[src/hdl/otp_prog_pkg.sv]
// Purpose: constants for the one-time-programmable memory programmer
// Assumes: 40 MHz system clock (25 ns period)
// Notes: times are kept in their own units, cycle counts derived here
package otp_prog_pkg;

  localparam int CLK_PERIOD_NS = 25;
  localparam int ADDR_W = 15;
  localparam int DATA_W = 8;
  localparam logic [ADDR_W-1:0] LAST_ADDR = 15'h7fff;

  // Pulse width 95..105 us, aim at the nominal 100 us
  localparam int PULSE_MIN_US = 95;
  localparam int PULSE_MAX_US = 105;
  localparam int PULSE_NOM_US = 100;
  localparam int PULSE_CYC = (PULSE_NOM_US * 1000) / CLK_PERIOD_NS;

  // Setup and hold times, 2 us each, rounded up
  localparam int SETUP_US = 2;
  localparam int SETUP_CYC = (SETUP_US * 1000 + CLK_PERIOD_NS - 1) /
                             CLK_PERIOD_NS;

  // Output valid 150 ns max, float 130 ns max: both waited out, rounded up
  localparam int OUT_VALID_NS = 150;
  localparam int OUT_FLOAT_NS = 130;
  localparam int OUT_VALID_CYC = (OUT_VALID_NS + CLK_PERIOD_NS - 1) /
                                 CLK_PERIOD_NS;
  localparam int OUT_FLOAT_CYC = (OUT_FLOAT_NS + CLK_PERIOD_NS - 1) /
                                 CLK_PERIOD_NS;

  // Reprogramming pulses allowed per byte after the first pass
  localparam logic [3:0] MAX_RETRY = 4'ha;

  localparam int TMR_W = 17;

  // Supply levels, encoded for the external switches
  localparam logic [1:0] SUP_OFF = 2'h0;
  localparam logic [1:0] SUP_NOM = 2'h1;
  localparam logic [1:0] SUP_PROG = 2'h2;
  localparam logic [1:0] SUP_ID = 2'h3;

  typedef enum logic [1:0] {
    OP_PROGRAM, OP_VERIFY, OP_READ_ID
  } op_t;

endpackage

[src/hdl/pin_sync.sv]
// Purpose: two-flip-flop synchroniser for a bus of pin inputs
// Assumes: inputs asynchronous to sys_clk
// Notes: only the second stage is used by others
`timescale 1ns/1ps
module pin_sync #(
  parameter int W = 8
) (
  input wire logic sys_clk,
  input wire logic rst_n,
  input wire logic [W-1:0] async_in,
  output logic [W-1:0] sync_out
);
  logic [W-1:0] meta_q;

  // Two stages, reset to zero
  always_ff @(posedge sys_clk) begin
    if (!rst_n) begin
      meta_q <= '0;
      sync_out <= '0;
    end else begin
      meta_q <= async_in;
      sync_out <= meta_q;
    end
  end
endmodule // pin_sync

[src/hdl/otp_programmer.sv]
// Purpose: programmer for a 32K x 8 one-time-programmable memory
// Assumes: source bytes fetched one at a time by address
// Notes: supplies are driven as level codes to external switches
`timescale 1ns/1ps
// How it works
// - Each program pulse holds chip select low for 100 us, inside 95..105.
// - Address starts at zero, then core and program supplies are raised.
// - First pass gives each byte one pulse with no read back.
// - Second pass reads back and re-pulses up to ten times, reading each.
// - A byte still wrong after ten re-pulses ends the run as failed.
// - A verified byte moves on to the next address until all are done.
// - Supplies then switch off: the program supply sits at nominal for one cycle, then goes off, and no byte is read again before switching off.
// - Core supply goes up first and comes down last.
// - Reads wait out the output valid and output float delays.
// - Id mode raises the id pin; the low address bit picks maker or part.
module otp_programmer
  import otp_prog_pkg::*;
(
  input wire logic sys_clk,
  input wire logic rst_n,
  input wire logic start,
  input wire op_t op,
  input wire logic [DATA_W-1:0] src_data,
  output logic [ADDR_W-1:0] src_addr,
  output logic [ADDR_W-1:0] rom_addr,
  input wire logic [DATA_W-1:0] data_lines_in,
  output logic [DATA_W-1:0] data_lines_out,
  output logic data_lines_oe,
  output logic chip_sel_n,
  output logic out_drive_n,
  output logic [1:0] core_supply,
  output logic [1:0] prog_supply,
  output logic id_mode_address_pin,
  output logic busy,
  output logic done,
  output logic pass,
  output logic [DATA_W-1:0] maker_code,
  output logic [DATA_W-1:0] device_code
);

  // ********************************************************
  // Sequencer state
  // ********************************************************
  typedef enum {
    S_IDLE, S_VCC_UP, S_VPP_UP, S_SETUP, S_PULSE, S_HOLD,
    S_RD_SETUP, S_RD_WAIT, S_RD_CHECK, S_RD_FLOAT,
    S_VPP_DN, S_VCC_DN, S_FINISH
  } state_t;

  typedef enum { PH_PROG1, PH_VERIFY, PH_FINAL, PH_ID } phase_t;

  state_t state_q;
  phase_t phase_q;
  logic [TMR_W-1:0] tmr_q;
  logic [3:0] retry_q;
  logic fail_q;
  logic miss_q;
  logic [DATA_W-1:0] rd_sync;
  logic tmr_zero;

  assign tmr_zero = (tmr_q == '0);

  // Device data comes from pins, so sync it before comparing
  pin_sync #(.W(DATA_W)) u_rd_sync (
    .sys_clk(sys_clk),
    .rst_n(rst_n),
    .async_in(data_lines_in),
    .sync_out(rd_sync)
  );

  // ********************************************************
  // Main sequence
  // ********************************************************
  always_ff @(posedge sys_clk) begin
    if (!rst_n) begin
      state_q <= S_IDLE;
      phase_q <= PH_PROG1;
      tmr_q <= '0;
      retry_q <= '0;
      fail_q <= 1'b0;
      miss_q <= 1'b0;
      rom_addr <= '0;
      src_addr <= '0;
      data_lines_out <= '0;
      data_lines_oe <= 1'b0;
      chip_sel_n <= 1'b1;
      out_drive_n <= 1'b1;
      core_supply <= SUP_OFF;
      prog_supply <= SUP_OFF;
      id_mode_address_pin <= 1'b0;
      busy <= 1'b0;
      done <= 1'b0;
      pass <= 1'b0;
      maker_code <= '0;
      device_code <= '0;
    end else begin
      done <= 1'b0;
      if (!tmr_zero) begin
        tmr_q <= tmr_q - 1'b1;
      end
      case (state_q)
        S_IDLE: begin
          if (start) begin
            busy <= 1'b1;
            fail_q <= 1'b0;
            retry_q <= '0;
            rom_addr <= '0;
            src_addr <= '0;
            tmr_q <= TMR_W'(SETUP_CYC);
            phase_q <= (op == OP_READ_ID) ? PH_ID :
                       (op == OP_VERIFY) ? PH_FINAL : PH_PROG1;
            state_q <= S_VCC_UP;
          end
        end
        S_VCC_UP: begin
          // Core supply first, program supply only after setup
          core_supply <= (phase_q == PH_PROG1) ? SUP_PROG : SUP_NOM;
          if (tmr_zero) begin
            tmr_q <= TMR_W'(SETUP_CYC);
            state_q <= S_VPP_UP;
          end
        end
        S_VPP_UP: begin
          prog_supply <= (phase_q == PH_PROG1) ? SUP_PROG : SUP_NOM;
          id_mode_address_pin <= (phase_q == PH_ID);
          if (tmr_zero) begin
            tmr_q <= TMR_W'(SETUP_CYC);
            state_q <= (phase_q == PH_PROG1) ? S_SETUP : S_RD_SETUP;
          end
        end
        S_SETUP: begin
          // Drive data with output drive held off
          out_drive_n <= 1'b1;
          data_lines_oe <= 1'b1;
          data_lines_out <= src_data;
          if (tmr_zero) begin
            chip_sel_n <= 1'b0;
            tmr_q <= TMR_W'(PULSE_CYC);
            state_q <= S_PULSE;
          end
        end
        S_PULSE: begin
          if (tmr_zero) begin
            chip_sel_n <= 1'b1;
            tmr_q <= TMR_W'(SETUP_CYC);
            state_q <= S_HOLD;
          end
        end
        S_HOLD: begin
          if (tmr_zero) begin
            data_lines_oe <= 1'b0;
            tmr_q <= TMR_W'(SETUP_CYC);
            if (phase_q == PH_PROG1) begin
              // No read back in the first pass
              if (rom_addr == LAST_ADDR) begin
                phase_q <= PH_VERIFY;
                rom_addr <= '0;
                src_addr <= '0;
                state_q <= S_RD_SETUP;
              end else begin
                rom_addr <= rom_addr + 1'b1;
                src_addr <= src_addr + 1'b1;
                state_q <= S_SETUP;
              end
            end else begin
              state_q <= S_RD_SETUP;
            end
          end
        end
        S_RD_SETUP: begin
          // Drivers released already; wait setup, then open output
          if (tmr_zero) begin
            out_drive_n <= 1'b0;
            chip_sel_n <= phase_q == PH_VERIFY ? 1'b1 : 1'b0;
            // Valid delay plus two sync stages
            tmr_q <= TMR_W'(OUT_VALID_CYC + 2);
            state_q <= S_RD_WAIT;
          end
        end
        S_RD_WAIT: begin
          if (tmr_zero) begin
            state_q <= S_RD_CHECK;
          end
        end
        S_RD_CHECK: begin
          out_drive_n <= 1'b1;
          chip_sel_n <= 1'b1;
          tmr_q <= TMR_W'(OUT_FLOAT_CYC);
          state_q <= S_RD_FLOAT;
          // Latch the compare now; the lines float right after
          miss_q <= (rd_sync != src_data);
          if (phase_q == PH_ID) begin
            if (rom_addr[0]) device_code <= rd_sync;
            else maker_code <= rd_sync;
          end else if (phase_q == PH_FINAL && rd_sync != src_data) begin
            fail_q <= 1'b1;
          end else if (phase_q == PH_VERIFY && rd_sync != src_data) begin
            if (retry_q == MAX_RETRY) begin
              fail_q <= 1'b1;
            end
          end
        end
        S_RD_FLOAT: begin
          if (tmr_zero) begin
            tmr_q <= TMR_W'(SETUP_CYC);
            if (phase_q == PH_VERIFY && fail_q) begin
              state_q <= S_VPP_DN;
            end else if (phase_q == PH_VERIFY && miss_q) begin
              retry_q <= retry_q + 1'b1;
              state_q <= S_SETUP;
            end else if (phase_q == PH_ID && !rom_addr[0]) begin
              rom_addr <= {{(ADDR_W-1){1'b0}}, 1'b1};
              state_q <= S_RD_SETUP;
            end else if (phase_q == PH_ID || rom_addr == LAST_ADDR) begin
              if (phase_q == PH_VERIFY) begin
                // Final phase set; S_VPP_DN sets the program supply nominal for one cycle, then off; no byte is read again
                phase_q <= PH_FINAL;
                rom_addr <= '0;
                src_addr <= '0;
                state_q <= S_VPP_DN;
              end else begin
                state_q <= S_VPP_DN;
              end
            end else begin
              retry_q <= '0;
              rom_addr <= rom_addr + 1'b1;
              src_addr <= src_addr + 1'b1;
              state_q <= S_RD_SETUP;
            end
          end
        end
        S_VPP_DN: begin
          // Program supply drops before the core supply
          id_mode_address_pin <= 1'b0;
          if (phase_q == PH_FINAL && !fail_q &&
              prog_supply == SUP_PROG) begin
            prog_supply <= SUP_NOM;
            if (tmr_zero) begin
              core_supply <= SUP_NOM;
              tmr_q <= TMR_W'(SETUP_CYC);
              state_q <= S_RD_SETUP;
            end
          end else begin
            prog_supply <= SUP_OFF;
            if (tmr_zero) begin
              tmr_q <= TMR_W'(SETUP_CYC);
              state_q <= S_VCC_DN;
            end
          end
        end
        S_VCC_DN: begin
          core_supply <= SUP_OFF;
          if (tmr_zero) begin
            state_q <= S_FINISH;
          end
        end
        S_FINISH: begin
          busy <= 1'b0;
          done <= 1'b1;
          pass <= !fail_q;
          state_q <= S_IDLE;
        end
        default: state_q <= S_IDLE;
      endcase
    end
  end

  // ********************************************************
  // Checks
  // ********************************************************
  int pw_cnt;
  always_ff @(posedge sys_clk) begin
    if (!rst_n || chip_sel_n) pw_cnt <= 0;
    else pw_cnt <= pw_cnt + 1;
  end

  pulse_width_a: assert property (@(posedge sys_clk) disable iff (!rst_n)
    ($rose(chip_sel_n) && data_lines_oe) |->
      ($past(pw_cnt) >= PULSE_MIN_US * 1000 / CLK_PERIOD_NS &&
       $past(pw_cnt) <= PULSE_MAX_US * 1000 / CLK_PERIOD_NS))
    else $error("program pulse width out of range");

  supply_order_a: assert property (@(posedge sys_clk) disable iff (!rst_n)
    (prog_supply != SUP_OFF) |-> (core_supply != SUP_OFF))
    else $error("program supply on without core supply");

  drive_clash_a: assert property (@(posedge sys_clk) disable iff (!rst_n)
    !(data_lines_oe && !out_drive_n))
    else $error("output drive on while data driven");

  retry_bound_a: assert property (@(posedge sys_clk) disable iff (!rst_n)
    retry_q <= MAX_RETRY)
    else $error("too many reprogram pulses");

  id_pin_a: assert property (@(posedge sys_clk) disable iff (!rst_n)
    id_mode_address_pin |-> (phase_q == PH_ID))
    else $error("id pin raised outside id mode");

  read_wait_a: assert property (@(posedge sys_clk) disable iff (!rst_n)
    $fell(out_drive_n) |-> out_drive_n == 1'b0 [*7])
    else $error("read sampled before output valid");

  fail_end_a: assert property (@(posedge sys_clk) disable iff (!rst_n)
    (done && fail_q) |-> !pass)
    else $error("failed run reported as pass");

  start_addr_a: assert property (@(posedge sys_clk) disable iff (!rst_n)
    (state_q == S_IDLE && start) |=> rom_addr == '0)
    else $error("run did not start at first address");

  addr_step_a: assert property (@(posedge sys_clk) disable iff (!rst_n)
    (rom_addr != $past(rom_addr)) |->
      (rom_addr == $past(rom_addr) + 1'b1 || rom_addr == '0))
    else $error("address skipped or went backwards");

endmodule // otp_programmer

[config.mk]
export PLATFORM = sky130hd
export DESIGN_NAME = otp_programmer
export DESIGN_NICKNAME = d
export VERILOG_FILES = /design/src/hdl/otp_prog_pkg.sv /design/src/hdl/pin_sync.sv /design/src/hdl/otp_programmer.sv
export SDC_FILE = /design/constraint.sdc
export NUM_CORES = 1
export LEC_CHECK = 0
export BUFFER_PORTS_ARGS = -buffer_cell sky130_fd_sc_hd__buf_2
export CAP_MARGIN = 5
export CORE_ASPECT_RATIO = 0.9
export CORE_MARGIN = 10
export CORE_UTILIZATION = 57
export CTS_CLUSTER_DIAMETER = 120
export DETAILED_ROUTE_END_ITERATION = 10
export PLACE_DENSITY_LB_ADDON = 0.12
export SYNTH_ARGS = -nofsm -noshare
export SYNTH_HDL_FRONTEND = slang
export SYNTH_SLANG_ARGS = --single-unit
[constraint.sdc]
create_clock -name sys_clk -period 3.5 [get_ports sys_clk]
set_clock_uncertainty 0.2 [all_clocks]
set_input_delay 0.35 -clock sys_clk [delete_from_list [all_inputs] [get_ports sys_clk]]
set_output_delay 0.35 -clock sys_clk [all_outputs]
set_load 0.03 [all_outputs]
# Yosys cells after proc, flatten, opt, wreduce, memory -nomap -nowiden
# Index checks and enable logic that the tools add are counted.
[word_totals] input_bits=21 rom_bits=0 latch_bits=0 regBits=168 out_inout_bits=65 mem_count=0 mem_bits_rw=0
[classes] div=0 addsub=4 n_mul=0 n_mux=90 n_reduce_logical=37 magnitude_cmp=0 n_bitwise=1 shifts=0 n_eq_ne=47
[ops] operator="$mux 32" n=24
[ops] operator="$pmux 32 s12" n=1
[ops] operator="$mux 15" n=18
[ops] operator="$eq 32x3->1 const B" n=6
[ops] operator="$eq 32x4->1 const B" n=5
[ops] operator="$eq 32x2->1 const B" n=3
[ops] operator="$pmux 32 s3" n=1
[ops] operator="$pmux 15 s3" n=2
[ops] operator="$mux 17" n=5
[ops] operator="$pmux 17 s5" n=1
[ops] operator="$logic_not 32->1" n=2
[ops] operator="$mux 4" n=10
[ops] operator="$ne 2x2->1 const B" n=20
[ops] operator="$eq 32x1->1 const B" n=1
[ops] operator="$add 15x1->15 const B" n=2
[ops] operator="$reduce_and 11->1" n=2
[ops] operator="$logic_not 17->1" n=1
[ops] operator="$sub 17x1->17 const B" n=1
[ops] operator="$eq 15x15->1 const B" n=1
[ops] operator="$ne 3x3->1 const B" n=5
[ops] operator="$mux 1" n=12
[ops] operator="$reduce_bool 2->1" n=6
[ops] operator="$mux 2" n=5
[ops] operator="$pmux 1 s2" n=5
[ops] operator="26 further kinds" n=40

# Logic depth before layout (Yosys ltp)
[depth] word_depth=8 mapped_depth=10 ltp_nobuf=9

# Modules after synthesis
# From an unflattened synthesis, not the netlist that was laid out.
[hier_totals] hier_cells=642 hier_area_um2=5318.9
[by_module_without_submodules] module="otp_programmer" instances=1 cells_each=609 seq_area_each_um2=1881.8 area_each_um2=4872.2
[by_module_without_submodules] module="pin_sync" instances=1 cells_each=33 seq_area_each_um2=320.3 area_each_um2=446.7

# Worst setup path before layout
# No wires, ideal clock.
[synth_timing] path_type="flip-flop to flip-flop" from="reg tmr_q[0]" to="reg rom_addr[1]" arrival_ns=2.602 required_time_ns=3.230 period_less_slack_ns=2.872 path_buffers=0 path_stages_with_launch=9 setup_slack_ns=0.628 cell_sequence="dfxtp_1 > inv_1 > ha_1 > or4b_2 > nor4_4 > inv_2 > a221o_1 > or4_1 > a21oi_1"
[synth_via] elab_chain_len=3 word_cells_on_any_way=4
[synth_lines] element="start: declaration" line="otp_programmer.sv:54" rtl="logic [TMR_W-1:0] tmr_q;"
[synth_lines] element="start signal: assignment" line="otp_programmer.sv:99" rtl="tmr_q <= tmr_q - 1'b1;"
[synth_lines] element="start signal: assignment" line="otp_programmer.sv:109" rtl="tmr_q <= TMR_W'(SETUP_CYC);"
[synth_lines] element="start signal: assignment" line="otp_programmer.sv:119" rtl="tmr_q <= TMR_W'(SETUP_CYC);"
[synth_lines] element="$logic_not 17->1 (*)" line="otp_programmer.sv:61" rtl="assign tmr_zero = (tmr_q == '0);"
[synth_lines] element="$ne 2x2->1 (no line)"
[synth_lines] element="$reduce_and 8->1 (no line) (*)"
[synth_lines] element="end signal: assignment" line="otp_programmer.sv:161" rtl="rom_addr <= rom_addr + 1'b1;"
[synth_lines] element="end signal: assignment" line="otp_programmer.sv:212" rtl="rom_addr <= {{(ADDR_W-1){1'b0}}, 1'b1};"
[synth_lines] element="end signal: assignment" line="otp_programmer.sv:226" rtl="rom_addr <= rom_addr + 1'b1;"
[synth_lines] element="end: declaration" line="otp_programmer.sv:25" rtl="output logic [ADDR_W-1:0] rom_addr,"
# Every way passes the cells marked *; elsewhere a longest branch is shown, timed or not.
# A chain may end at the register's enable or synchronous reset.

# Final worst setup path
[layout_timing] from="reg tmr_q[0]" to="reg tmr_q[5]"
[layout_via] elab_chain_len=4 word_cells_on_any_way=8
[layout_lines] element="$sub 17x1->17 / $logic_not 17->1 (equally long branches)" line="otp_programmer.sv:99, otp_programmer.sv:61"
[layout_lines] element="$mux 17" line="otp_programmer.sv:98" rtl="if (!tmr_zero) begin"
[layout_lines] element="$mux 17 (on tied branches)"
[layout_lines] element="$pmux 17 s5 (*)" line="otp_programmer.sv:101" rtl="case (state_q)"
# Marked as above.

==> summary.txt <==
Placement
  – Final GP Congestion: 0.9083
  – HPWL after DPL: 10900 µm
  – Setup WS pre-CTS: 0.2211 ns
  – PortBufs: 85

Final layout
  – Ant diodes: 0
  – Share of cells above drive strength 1: 18.01%
  – Commonest cells after routing, fill and taps aside: dfxtp_1, buf_2, nor2_1, nand2_1, a21oi_1
  – Most common cell after layout, fill and taps aside: dfxtp_1
  – Final core area utilization: 66.61%
  – # nets final: 779
  – Area Growth Syn to Fin: 15.14%

Global route
  – Tot GR Track Use: 21.23%
  – First-pass GRT wire length: 24960 µm
  – Vias in the first global route: 5139
  – Largest net degree at the start of global routing: 55
  – Gr ovfl total: 0
  – Initial antenna violation count: 0

STA
  – RSZ-0062 raised after global routing: no
  – Final Setup Violations: 0
  – Max Clock Freq: 301.5 MHz
  – Final slew viol count: 0
  – TNS Setup: 0 ns
  – Fin. Hold Viols: 0
  – Tcrit/Tclk final: 94.75%
  – Slew @ Worst Pin: 1.018 ns
  – Crit path time final: 3.316 ns
  – WHS: 0.02116 ns
  – Worst relative slew slack: 32.17%
  – Setup ws final: 0.1837 ns

Routing
  – Remaining antenna violation count after routing: 0
  – Drt initial violations: 433
  – Via Count: 5476
  – DR DRC count: 0
  – DR pass1 iterations: 5
  – WL final: 15310 µm
  – Routed WL per cell: 17.38 µm
  – Routed vias/inst: 6.216

Setup path
  – Crit. End Element: register
  – Startpoint types: register
  – Path type of the worst setup path: reg2reg
  – Critical Path Fanout Max: 18
  – Worst EP arrival: 3.34 ns
  – Worst path slowest cell: or4b_2
  – Max incr delay on CP: 0.62 ns
  – Worst-path cell chain: inv_1 -> ha_1 -> or4b_2 -> nor4_4 -> inv_2 -> buf_4 -> maj3_1 -> o31ai_1 -> a21oi_1
  – Critical Path RT: 3.52 ns

Floorplan
  – Core ar.: 9572 µm²
  – Vert. Die Dim: 113.5 µm
  – Die area: 14060 µm²
  – Die Width: 123.9 µm
  – Num rows: 34
  – Starting density of the core: 57.86%
  – # IOs: 86

Clock tree
  – Total CTS buffers: 9
  – Worst-path clk slew: 0.11 ns
  – Clock tree sinks: 110
  – Post-CTS resize count: 0
  – Hold buffer count at CTS: 8
  – Clk_lat worst skew: 0.38 ns
  – Clock root cell: clkbuf_8
  – Max clock buf depth: 2
  – Post-CTS Setup Bufs: 0
  – Depth of the CTS H-tree: 3
  – CTS tree: done

Logic synthesis
  – Yosys top cell by area: dfxtp_1
  – Register area share after synthesis: 39.77%
  – Post-synth ARST share: 0%
  – Commonest register cell after synthesis: dfxtp_1
  – Net Count, Synth: 697
  – Synth area leaders: dfxtp_1, nor2_1, a21oi_1, nand2_1, mux2i_1
  – Synth cell types: 65
  – Register bit total from synthesis: 110
  – Synth Cell Area: 5538 µm²
  – Mapped Cells: 668
  – Yosys top cell area share: 39.77%
  – Syn Area/Cell: 8.290 µm²
  – Yosys warns: 0
  – Number of synthesized flops with an enable pin: 0

Power and ir drop
  – PD cells: 697.0 nW/µm²
  – Leak pwr: 2.537 nW
  – Peak supply drop: 0.5756 mV

Hold path
  – Min-Delay Path Class: in2reg

Outcome
  – Outcome: complete, no violations

Job
  – Max cap viols: 0
==> cells by family after synthesis <==
kind of cell | after synthesis | share of synthesized area (%)
flops | 110 | 39.76
compound gates | 177 | 21.89
simple gates | 277 | 26.03
buf+inv | 57 | 3.931
mux | 17 | 3.073
fa+ha+maj | 9 | 1.988
xor+xnor | 21 | 3.321
==> worst max-delay path, delay by kind of cell (launching register included) <==
kind                     cells  cell delay [ns]
buffers and inverters        3             0.51
flip-flops                   1             0.33
AND/OR/NAND/NOR              2             0.89
AO/OA/AOI/OAI                2             0.72
adder cells (fa/ha/maj)      2             0.54
==> worst paths after layout <==
kind	startpoint	end	slack [ns]	cells after the start
worst min-delay path	src_data[2]	data_lines_out[2]	0.02	3
worst max register to register	tmr_q[0]	tmr_q[5]	0.18	9
worst max-delay path	tmr_q[0]	tmr_q[5]	0.18	9
worst min register to register	u_rd_sync.meta_q[5]	u_rd_sync.sync_out[5]	0.24	1
==> report_power, final <==
group          total, mW  switching (mW)  internal, mW
Clock              0.703           0.439         0.264
Sequential          1.59           0.190          1.40
Combinational       2.15            1.38         0.770
==> per-layer routing <==
metal  track usage (%)  share of wire (%)
met5                 0                  0
met4             5.905                1.5
met3             5.781                6.8
met2             34.10                 48
met1             27.33                 44
==> registers in the layout, indices dropped and copies added, names as in the netlist, 4 cells and up <==
| signal | count |
|---|---|
| maker_code | 8 |
| state_q | 4 |
| rom_addr | 15 |
| src_addr | 15 |
| u_rd_sync.sync_out | 8 |
| tmr_q | 17 |
| device_code | 8 |
| u_rd_sync.meta_q | 8 |
| data_lines_out | 8 |
| retry_q | 4 |
==> metrics by stage <==
| step | instances | power (mW) | instance area (µm²) |
|---|---|---|---|
| 3_5_place_dp | 857 | 3.717 | 6125 |
| 5_1_grt | 881 | 4.747 | 6376 |
| 4_1_cts | 881 | 4.418 | 6376 |
| 6_report | 881 | 4.444 | 6376 |
| 3_3_place_gp | 857 | 3.661 | 6125 |
| 2_1_floorplan | 668 | 3.171 | 5538 |
==> cell type report <==
cell class / count / area, µm²
fillers: 859 / 3196
flip-flops and latches: 110 / 2202
repair buffers: 114 / 663.1
inverters: 14 / 52.55
well taps: 126 / 157.7
clock inverters: 6 / 43.79
multi-input cells: 501 / 3129
clock buffers: 10 / 127.6
==> cells in the mapped netlist (4+ instances only) <==
master / number
nand2b_1: 7
inv_1: 12
o21ai_0: 30
o2111ai_1: 7
and3_1: 11
a311oi_1: 17
nand3_1: 29
and2_1: 18
nor3_1: 20
o31ai_1: 4
nor2_1: 65
xor2_1: 10
nor3b_1: 7
a31oi_1: 22
o21a_1: 4
nor4_1: 7
nand2_1: 57
or4_1: 8
ha_1: 8
dfxtp_1: 110
xnor2_1: 11
o221a_2: 4
mux2i_1: 17
buf_1: 6
and4_1: 4
a21oi_1: 46
or3_1: 5
a21boi_0: 4
nand4_1: 17
nor2b_1: 9
a211oi_1: 8
clkbuf_1: 34
Note: power is estimated with default switching activity, not from simulation.
